[src/hw/otp_pkg.sv]
package otp_pkg;

	// ==========================================
	// link register map (device side)
	localparam int BLOCK_LEN = 16;
	localparam logic [7:0] REG2_BASE = 8'h00;
	localparam logic [7:0] REG0_BASE = 8'h40;
	localparam logic [7:0] REG1_BASE = 8'h50;
	localparam logic [3:0] PROTO_IDX = 4'h0;
	localparam logic [3:0] LOCATION_IDX = 4'h1;
	localparam logic [7:0] A_PROG_EN = 8'h11;
	localparam logic [7:0] A_CHECK0 = 8'h30;
	localparam logic [7:0] A_CHANGE_ERR = 8'h33;
	// burned array, read only; region n sits at +16*n
	localparam logic [7:0] A_ARRAY = 8'h80;
	localparam logic [7:0] PROG_EN_RST = 8'h00;

	// region select codes and field positions
	localparam logic [1:0] RG0 = 2'h0;
	localparam logic [1:0] RG1 = 2'h1;
	localparam logic [1:0] RG2 = 2'h2;
	localparam logic [1:0] RG_RSV = 2'h3;
	localparam int PE_GO = 7;
	localparam int PE_EXP = 3;
	localparam int PE_EXL = 2;
	localparam int CHK_LOCK = 7;

	// ==========================================
	// timing
	localparam int NVM_WAIT_MAX_US = 1000;
	localparam int CLK_KHZ = 25000;
	localparam int NVM_WAIT_CYC = NVM_WAIT_MAX_US * CLK_KHZ / 1000;
	localparam int BURN_STEP_DEF = NVM_WAIT_CYC / (2 * BLOCK_LEN);

	// ==========================================
	// host apb map
	localparam logic [7:0] APB_CMD = 8'h00;
	localparam logic [7:0] APB_STAT = 8'h04;
	localparam logic [7:0] APB_PROG = 8'h08;
	localparam int CMD_ADDR_LSB = 8;
	localparam int CMD_WRITE = 16;
	localparam int ST_BUSY = 0;
	localparam int ST_DONE = 1;
	localparam int ST_PASS = 2;
	localparam int ST_REFUSED = 3;
	localparam int ST_LOCKED = 4;
	localparam int ST_RDATA_LSB = 8;
	localparam int PRG_EXP = 2;
	localparam int PRG_PREPROG = 3;

	// one step of the block check code, shared by both ends
	function automatic logic [6:0] code_step(input logic [6:0] acc,
		input logic [7:0] b);
		return {acc[5:0], acc[6]} ^ b[6:0] ^ {6'h00, b[7]};
	endfunction

endpackage

[src/hw/otp_link_if.sv]
`timescale 1ns/10ps
interface otp_link_if;
	// command from host
	logic cmd_valid;
	logic cmd_write;
	logic [7:0] cmd_addr;
	logic [7:0] cmd_wdata;
	// answer from device
	logic rsp_valid;
	logic [7:0] rsp_data;

	modport device(input cmd_valid, input cmd_write, input cmd_addr,
		input cmd_wdata, output rsp_valid, output rsp_data);
	modport host(output cmd_valid, output cmd_write, output cmd_addr,
		output cmd_wdata, input rsp_valid, input rsp_data);
endinterface

[src/hw/user_otp_host.sv]
`timescale 1ns/10ps
module user_otp_host
	import otp_pkg::*;
#(
	parameter int unsigned NVM_WAIT_CYCLES = NVM_WAIT_CYC
)(
	// clock and reset
	input wire logic mclk,
	input wire logic rst,
	// apb slave
	input wire logic psel,
	input wire logic penable,
	input wire logic pwrite,
	input wire logic [7:0] paddr,
	input wire logic [31:0] pwdata,
	output logic [31:0] prdata,
	output logic pready,
	output logic pslverr,
	// register link to the device
	otp_link_if.host link
);

	// ==========================================
	// state
	typedef enum logic [1:0] {H_IDLE, H_SEND, H_WAIT, H_DELAY} host_st_type;
	typedef enum logic [2:0] {
		PH_USER, PH_CHECK, PH_GO, PH_READ, PH_FINAL
	} phase_type;

	typedef struct packed {
		host_st_type st;
		phase_type ph;
		logic cmd_valid;
		logic cmd_write;
		logic [7:0] cmd_addr;
		logic [7:0] cmd_wdata;
		logic [1:0] region;
		logic exp;
		logic preprog;
		logic [7:0] base;
		logic [3:0] idx;
		logic [6:0] acc;
		logic [15:0] tmr;
		logic busy;
		logic done;
		logic pass;
		logic refused;
		logic locked;
		logic [7:0] rdata;
		logic proto_touched;
		logic loc_nonzero;
		logic pready;
		logic pslverr;
		logic [31:0] prdata;
	} host_state_type;

	host_state_type q;
	host_state_type d;
	logic wr_take;
	logic [1:0] rg;

	// queue one link command; it leaves two cycles later
	function automatic host_state_type issue(input host_state_type s,
		input logic w, input logic [7:0] a, input logic [7:0] v);
		host_state_type r;
		r = s;
		r.cmd_write = w;
		r.cmd_addr = a;
		r.cmd_wdata = v;
		r.st = H_SEND;
		r.busy = 1'b1;
		return r;
	endfunction

	// ==========================================
	// next state
	always_comb begin
		d = q;
		d.pready = 1'b0;
		d.pslverr = 1'b0;
		d.cmd_valid = 1'b0;
		rg = pwdata[1:0];
		wr_take = psel && penable && q.pready && pwrite;

		// answer one cycle into the access phase
		if (psel && penable && !q.pready) begin
			d.pready = 1'b1;
			d.prdata = 32'h0000_0000;
			if (paddr == APB_STAT) begin
				d.prdata[ST_BUSY] = q.busy;
				d.prdata[ST_DONE] = q.done;
				d.prdata[ST_PASS] = q.pass;
				d.prdata[ST_REFUSED] = q.refused;
				d.prdata[ST_LOCKED] = q.locked;
				d.prdata[ST_RDATA_LSB +: 8] = q.rdata;
			end else if (paddr == APB_CMD) begin
				d.prdata[7:0] = q.cmd_wdata;
				d.prdata[CMD_ADDR_LSB +: 8] = q.cmd_addr;
				d.prdata[CMD_WRITE] = q.cmd_write;
			end else if (paddr == APB_PROG) begin
				d.prdata[1:0] = q.region;
				d.prdata[PRG_EXP] = q.exp;
				d.prdata[PRG_PREPROG] = q.preprog;
			end else begin
				d.pslverr = 1'b1;
			end
		end

		// software orders take effect on the completing edge
		if (wr_take && paddr == APB_CMD) begin
			if (q.busy) begin
				d.refused = 1'b1;
			end else begin
				d.done = 1'b0;
				d.refused = 1'b0;
				d.ph = PH_USER;
				if (pwdata[CMD_WRITE] &&
					pwdata[CMD_ADDR_LSB +: 8] == REG2_BASE + 8'(PROTO_IDX)) begin
					d.proto_touched = 1'b1;
				end
				if (pwdata[CMD_WRITE] &&
					pwdata[CMD_ADDR_LSB +: 8] == REG2_BASE + 8'(LOCATION_IDX)) begin
					d.loc_nonzero = (pwdata[7:0] != 8'h00);
				end
				d = issue(d, pwdata[CMD_WRITE], pwdata[CMD_ADDR_LSB +: 8],
					pwdata[7:0]);
			end
		end else if (wr_take && paddr == APB_PROG) begin
			// one region per sequence, never the reserved code,
			// protocol kept untouched when excluded, and a real
			// location when the bus is preprogrammed
			if (q.busy || rg == RG_RSV ||
				(pwdata[PRG_EXP] && q.proto_touched) ||
				(pwdata[PRG_PREPROG] && rg == RG2 && !q.loc_nonzero)) begin
				d.refused = 1'b1;
			end else begin
				d.done = 1'b0;
				d.refused = 1'b0;
				d.pass = 1'b0;
				d.locked = 1'b0;
				d.region = rg;
				d.exp = pwdata[PRG_EXP];
				d.preprog = pwdata[PRG_PREPROG];
				d.base = (rg == RG0) ? REG0_BASE :
					((rg == RG1) ? REG1_BASE : REG2_BASE);
				d.ph = PH_CHECK;
				d = issue(d, 1'b0, A_CHECK0 + {6'h00, rg}, 8'h00);
			end
		end

		unique case (q.st)
			H_IDLE: begin
			end
			H_SEND: begin
				d.cmd_valid = 1'b1;
				d.st = H_WAIT;
			end
			H_DELAY: begin
				if (q.tmr != 16'h0000) begin
					d.tmr = q.tmr - 16'h0001;
				end else begin
					d.ph = PH_READ;
					d.idx = 4'h0;
					d.acc = 7'h00;
					d = issue(d, 1'b0, q.base, 8'h00);
				end
			end
			H_WAIT: begin
				if (link.rsp_valid) begin
					d.rdata = link.rsp_data;
					unique case (q.ph)
						PH_USER: begin
							d.done = 1'b1;
							d.busy = 1'b0;
							d.st = H_IDLE;
						end
						PH_CHECK: begin
							if (link.rsp_data[CHK_LOCK]) begin
								d.locked = 1'b1;
								d.done = 1'b1;
								d.busy = 1'b0;
								d.st = H_IDLE;
							end else begin
								d.ph = PH_GO;
								d = issue(d, 1'b1, A_PROG_EN, {1'b1, 3'b000,
									q.exp, !q.preprog, q.region});
							end
						end
						PH_GO: begin
							d.st = H_DELAY;
							d.tmr = 16'(NVM_WAIT_CYCLES - 1);
						end
						PH_READ: begin
							d.acc = code_step(q.acc, link.rsp_data);
							if (q.idx == 4'hF) begin
								d.ph = PH_FINAL;
								d = issue(d, 1'b0, A_CHECK0 + {6'h00, q.region},
									8'h00);
							end else begin
								d.idx = q.idx + 4'h1;
								d = issue(d, 1'b0, q.base + {4'h0, q.idx + 4'h1},
									8'h00);
							end
						end
						PH_FINAL: begin
							d.pass = link.rsp_data[CHK_LOCK] &&
								link.rsp_data[6:0] == q.acc;
							d.done = 1'b1;
							d.busy = 1'b0;
							d.st = H_IDLE;
						end
					endcase
				end
			end
		endcase
	end

	// ==========================================
	// registers
	always_ff @(posedge mclk) begin
		if (rst) begin
			q <= '0;
		end else begin
			q <= d;
		end
	end

	// outputs straight from flops
	assign prdata = q.prdata;
	assign pready = q.pready;
	assign pslverr = q.pslverr;
	assign link.cmd_valid = q.cmd_valid;
	assign link.cmd_write = q.cmd_write;
	assign link.cmd_addr = q.cmd_addr;
	assign link.cmd_wdata = q.cmd_wdata;

endmodule

[src/flat_wrapper.sv]
// flat-port wrapper written by rule: the top's interface ports become plain ports
module user_otp_host_flat import otp_pkg::*;
#(
	parameter int unsigned NVM_WAIT_CYCLES = NVM_WAIT_CYC
)
  (mclk, rst, psel, penable, pwrite, paddr, pwdata, prdata, pready, pslverr, link_cmd_valid, link_cmd_write, link_cmd_addr, link_cmd_wdata, link_rsp_valid, link_rsp_data);
  otp_link_if link_i ();
  input wire logic mclk;
  input wire logic rst;
  input wire logic psel;
  input wire logic penable;
  input wire logic pwrite;
  input wire logic [7:0] paddr;
  input wire logic [31:0] pwdata;
  output logic [31:0] prdata;
  output logic pready;
  output logic pslverr;
  output wire logic [$bits(link_i.cmd_valid)-1:0] link_cmd_valid;
  output wire logic [$bits(link_i.cmd_write)-1:0] link_cmd_write;
  output wire logic [$bits(link_i.cmd_addr)-1:0] link_cmd_addr;
  output wire logic [$bits(link_i.cmd_wdata)-1:0] link_cmd_wdata;
  input wire logic [$bits(link_i.rsp_valid)-1:0] link_rsp_valid;
  input wire logic [$bits(link_i.rsp_data)-1:0] link_rsp_data;
  assign link_cmd_valid = link_i.cmd_valid;
  assign link_cmd_write = link_i.cmd_write;
  assign link_cmd_addr = link_i.cmd_addr;
  assign link_cmd_wdata = link_i.cmd_wdata;
  assign link_i.rsp_valid = link_rsp_valid;
  assign link_i.rsp_data = link_rsp_data;
  user_otp_host #(.NVM_WAIT_CYCLES(NVM_WAIT_CYCLES)) u_core (.mclk(mclk), .rst(rst), .psel(psel), .penable(penable), .pwrite(pwrite), .paddr(paddr), .pwdata(pwdata), .prdata(prdata), .pready(pready), .pslverr(pslverr), .link(link_i));
endmodule
[config.mk]
export PLATFORM = sky130hd
export DESIGN_NAME = user_otp_host_flat
export DESIGN_NICKNAME = d
export VERILOG_FILES = /design/src/hw/otp_pkg.sv /design/src/hw/otp_link_if.sv /design/src/hw/user_otp_host.sv /design/src/flat_wrapper.sv
export SDC_FILE = /design/constraint.sdc
export NUM_CORES = 1
export LEC_CHECK = 0
export ABC_AREA = 0
export BUFFER_PORTS_ARGS = -buffer_cell sky130_fd_sc_hd__buf_2
export CORE_ASPECT_RATIO = 2
export CORE_UTILIZATION = 40
export DETAILED_ROUTE_END_ITERATION = 12
export REMOVE_ABC_BUFFERS = 1
export SYNTH_ARGS = -nofsm -noshare
export SYNTH_HDL_FRONTEND = slang
export SYNTH_SLANG_ARGS = --single-unit
[constraint.sdc]
create_clock -name mclk -period 4.1 [get_ports mclk]
set_input_delay 0.41 -clock mclk [delete_from_list [all_inputs] [get_ports mclk]]
set_output_delay 0.41 -clock mclk [all_outputs]
set_load 0.05 [all_outputs]
==> impl_metrics.csv <==
group,metric,value,unit
outcome,run_status,"complete, no violations",
die,start_util,0.4152,
synthesis,synth_sequential_area_ratio,0.3798,
cells_and_area,final_cell_mix,"90 x dfxtp_1, 75 x buf_2, 64 x nand2_1",
grt,grt_pass1_vias,4019,
worst_setup_path,end_kind,"register",
synthesis,synth-seq-cells,90,
clock_tree,clk_path_buf_depth,2,
die,core,11420,sq um
grt,grt_max_degree,51,
drt,dr.pass1.iters,4,
die,die_area,12320,sq um
clock_tree,postCtsHoldBufs,0,
worst_setup_path,cp.arrival,2730,ps
cells_and_area,final.fill_count,1216,
timing,period_minus_slack,2471,ps
grt,grt_usage,0.2182,
job,cap_viol_max_count,0,
drt,avgViaCountPerCell,5.516,
timing,finalSetupTns,0,ps
timing,drv_slew,0,
timing,slew_headroom,0.3287,
power_and_ir_drop,power_density,362.2,nW/um^2
cells_and_area,synthToLayoutAreaGrowth,9.391,%
timing,clock-skew-final,9.104,ps
min_path,hold_class,"primary input to register",
min_path,hold_start,"pwdata[5]",
clock_tree,cts_resized,0,
synthesis,synth_edf_count,0,
clock_tree,cts_root_buf,"clkbuf_16",
clock_tree,htree_levels,3,
placement,place_congestion,0.8979,
synthesis,synth_ff_type,"dfxtp_1",
synthesis,synth_cells,578,
cells_and_area,stdcell_count,748,
min_path,holdPathStages,3,
placement,hpwl,10010,um
drt,vias,4126,
drt,wirelength,12930,um
power_and_ir_drop,leakage,0.002077,uW
timing,setup_viol,0,
worst_setup_path,crit_fanout,12,
clock_tree,numCtsBuffers,9,
timing,fmax,404.6,MHz
drt,drt-wirelength-per-cell,17.29,um
clock_tree,cts.sinks,90,
synthesis,ys_types,61,
worst_setup_path,cp.required,4360,ps
clock_tree,cts_setup_buffers,0,
worst_setup_path,worstSetupStartpointType,"register",
placement,portBuffers,75,
grt,grt_overflow,0,
cells_and_area,diodes,0,
drt,drt.antenna.violating_nets,0,
clock_tree,cts_tree,"built",
drt,first_iter_violations,181,
synthesis,async_reset_ff_frac,0,
worst_setup_path,worstSetupPathType,"register to register",
cells_and_area,drive_gt1_frac,0.1931,
timing,holdWs,312.8,ps
placement,dp_slack,1591,ps
clock_tree,clk_pin_slew_worst_paths,70,ps
power_and_ir_drop,irDropWorstVdd,0.2267,mV
die,io_pins,106,
die,dieHeight,156,um
synthesis,yosys_warnings,0,
worst_setup_path,r2r_slack,1630,ps
drt,drc,0,
timing,rsz0062_at_grt,"no",
die,die_w,79,um
timing,worst_pin_slew,1005,ps
worst_setup_path,reg2regPathDepth,5,
cells_and_area,layout_commonest_cell,"dfxtp_1",
clock_tree,clk_latency,350,ps
synthesis,syn_area_per_cell,8.206,sq um
synthesis,syn-cell-area,4743,sq um
timing,min_period_over_period,0.6028,
grt,grt_pass1_wl,20470,um
worst_setup_path,r2r-start,"u_core.q[109]",
timing,setup_ws,1629,ps
die,row_count,55,
timing,hold_viol,0,
cells_and_area,final_util,0.4542,
cells_and_area,nNetsFinal,657,
grt,antenna_found_initial,0,
min_path,min_to,"u_core.link.cmd_wdata[5]",
placement,dp_cells,732,
worst_setup_path,worst_r2r_endpoint,"u_core.q[75]",
==> report_power, final <==
group / switching, uW / internal (uW)
combinational: 89.4 / 28.7
sequential: 0.404 / 874
clock: 394 / 493
==> flip-flops by register name, indices dropped and copies added, names as in the netlist, named ones only <==
register               flops
u_core.pready              1
u_core.q                  52
u_core.link.cmd_valid      1
u_core.prdata             17
u_core.link.cmd_addr       8
u_core.link.cmd_write      1
u_core.link.cmd_wdata      8
u_core.pslverr             1
==> through the flow <==
step                      instance area [sq um]  power, uW
after CTS                                  5189       1896
after detailed placement                   4871       1012
final                                      5189       1880
after floorplan                            4303      956.5
after global routing                       5189       1941
after global placement                     4871       1011
==> per-layer routing <==
metal / vias up / routed length, um / share of wire / track usage
met5: - / 0 / 0 / 0
met1: 1948 / 4529 / 0.35 / 0.2004
met2: 99 / 7481 / 0.58 / 0.4310
li1: 2055 / - / - / -
met3: 24 / 393 / 0.030 / 0.03567
met4: 0 / 529 / 0.041 / 0.1255
==> layout make-up <==
type,instances,area (sq um),share of cell area
clock buffer,9,225.2,0.04340
clock inverter,7,92.59,0.01784
sequential,90,1802,0.3472
tap,142,177.7,0.03424
multi-input combinational,414,2467,0.4755
inverter,9,33.78,0.006511
timing repair buffer,77,390.4,0.07523
==> cell usage after synthesis (all sizes together), types with 3 or more instances <==
cell,number,share of area
a211oi,10,0.017
a21o,4,0.0063
a21oi,57,0.061
a22oi,17,0.027
a311oi,7,0.014
a31oi,3,0.0040
and2,4,0.0058
and3,3,0.0040
buf,63,0.091
clkbuf,16,0.013
dfxtp,90,0.38
inv,9,0.0071
mux2,11,0.026
mux2i,10,0.021
nand2,64,0.051
nand2b,8,0.011
nand3,33,0.036
nand3b,4,0.0063
nand4,6,0.011
nor2,43,0.034
nor2b,8,0.011
nor3,15,0.016
nor4,8,0.015
o21ai,18,0.019
o22ai,8,0.011
o31ai,6,0.0095
or3,10,0.013
or4,3,0.0047
xnor2,9,0.017
xor2,7,0.013
==> kinds of logic (layout without fill, tap and decap cells) <==
family	after synthesis	in the layout	share of synthesized area
other cells	1	15	0.0007906
fa+ha+maj	2	2	0.005275
flops	90	90	0.3798
compound gates	140	140	0.1873
buf+inv	88	102	0.1111
simple gates	220	220	0.2390
xor+xnor	16	16	0.02954
mux	21	21	0.04722
==> how the worst max path moves through the flow <==
stage                   start      endpoint  slack (ps)  cells past startpoint
3_5_place_dp   link_rsp_valid  u_core.q[75]        1590                      6
5_1_grt         u_core.q[109]  u_core.q[72]        1370                      5
3_3_place_gp   link_rsp_valid  u_core.q[75]        1610                      6
6_report        u_core.q[109]  u_core.q[75]        1630                      5
2_1_floorplan   u_core.pready  u_core.q[34]        1890                      5
4_1_cts         u_core.q[109]  u_core.q[75]        1590                      5
==> worst max-delay path: stages (launching register included) <==
cell	delay [ps]
dfxtp_1	480
and4bb_2	330
and3_1	360
a21oi_1	840
nor3_1	140
a211oi_1	230
Note: power is estimated with default switching activity, not from simulation.
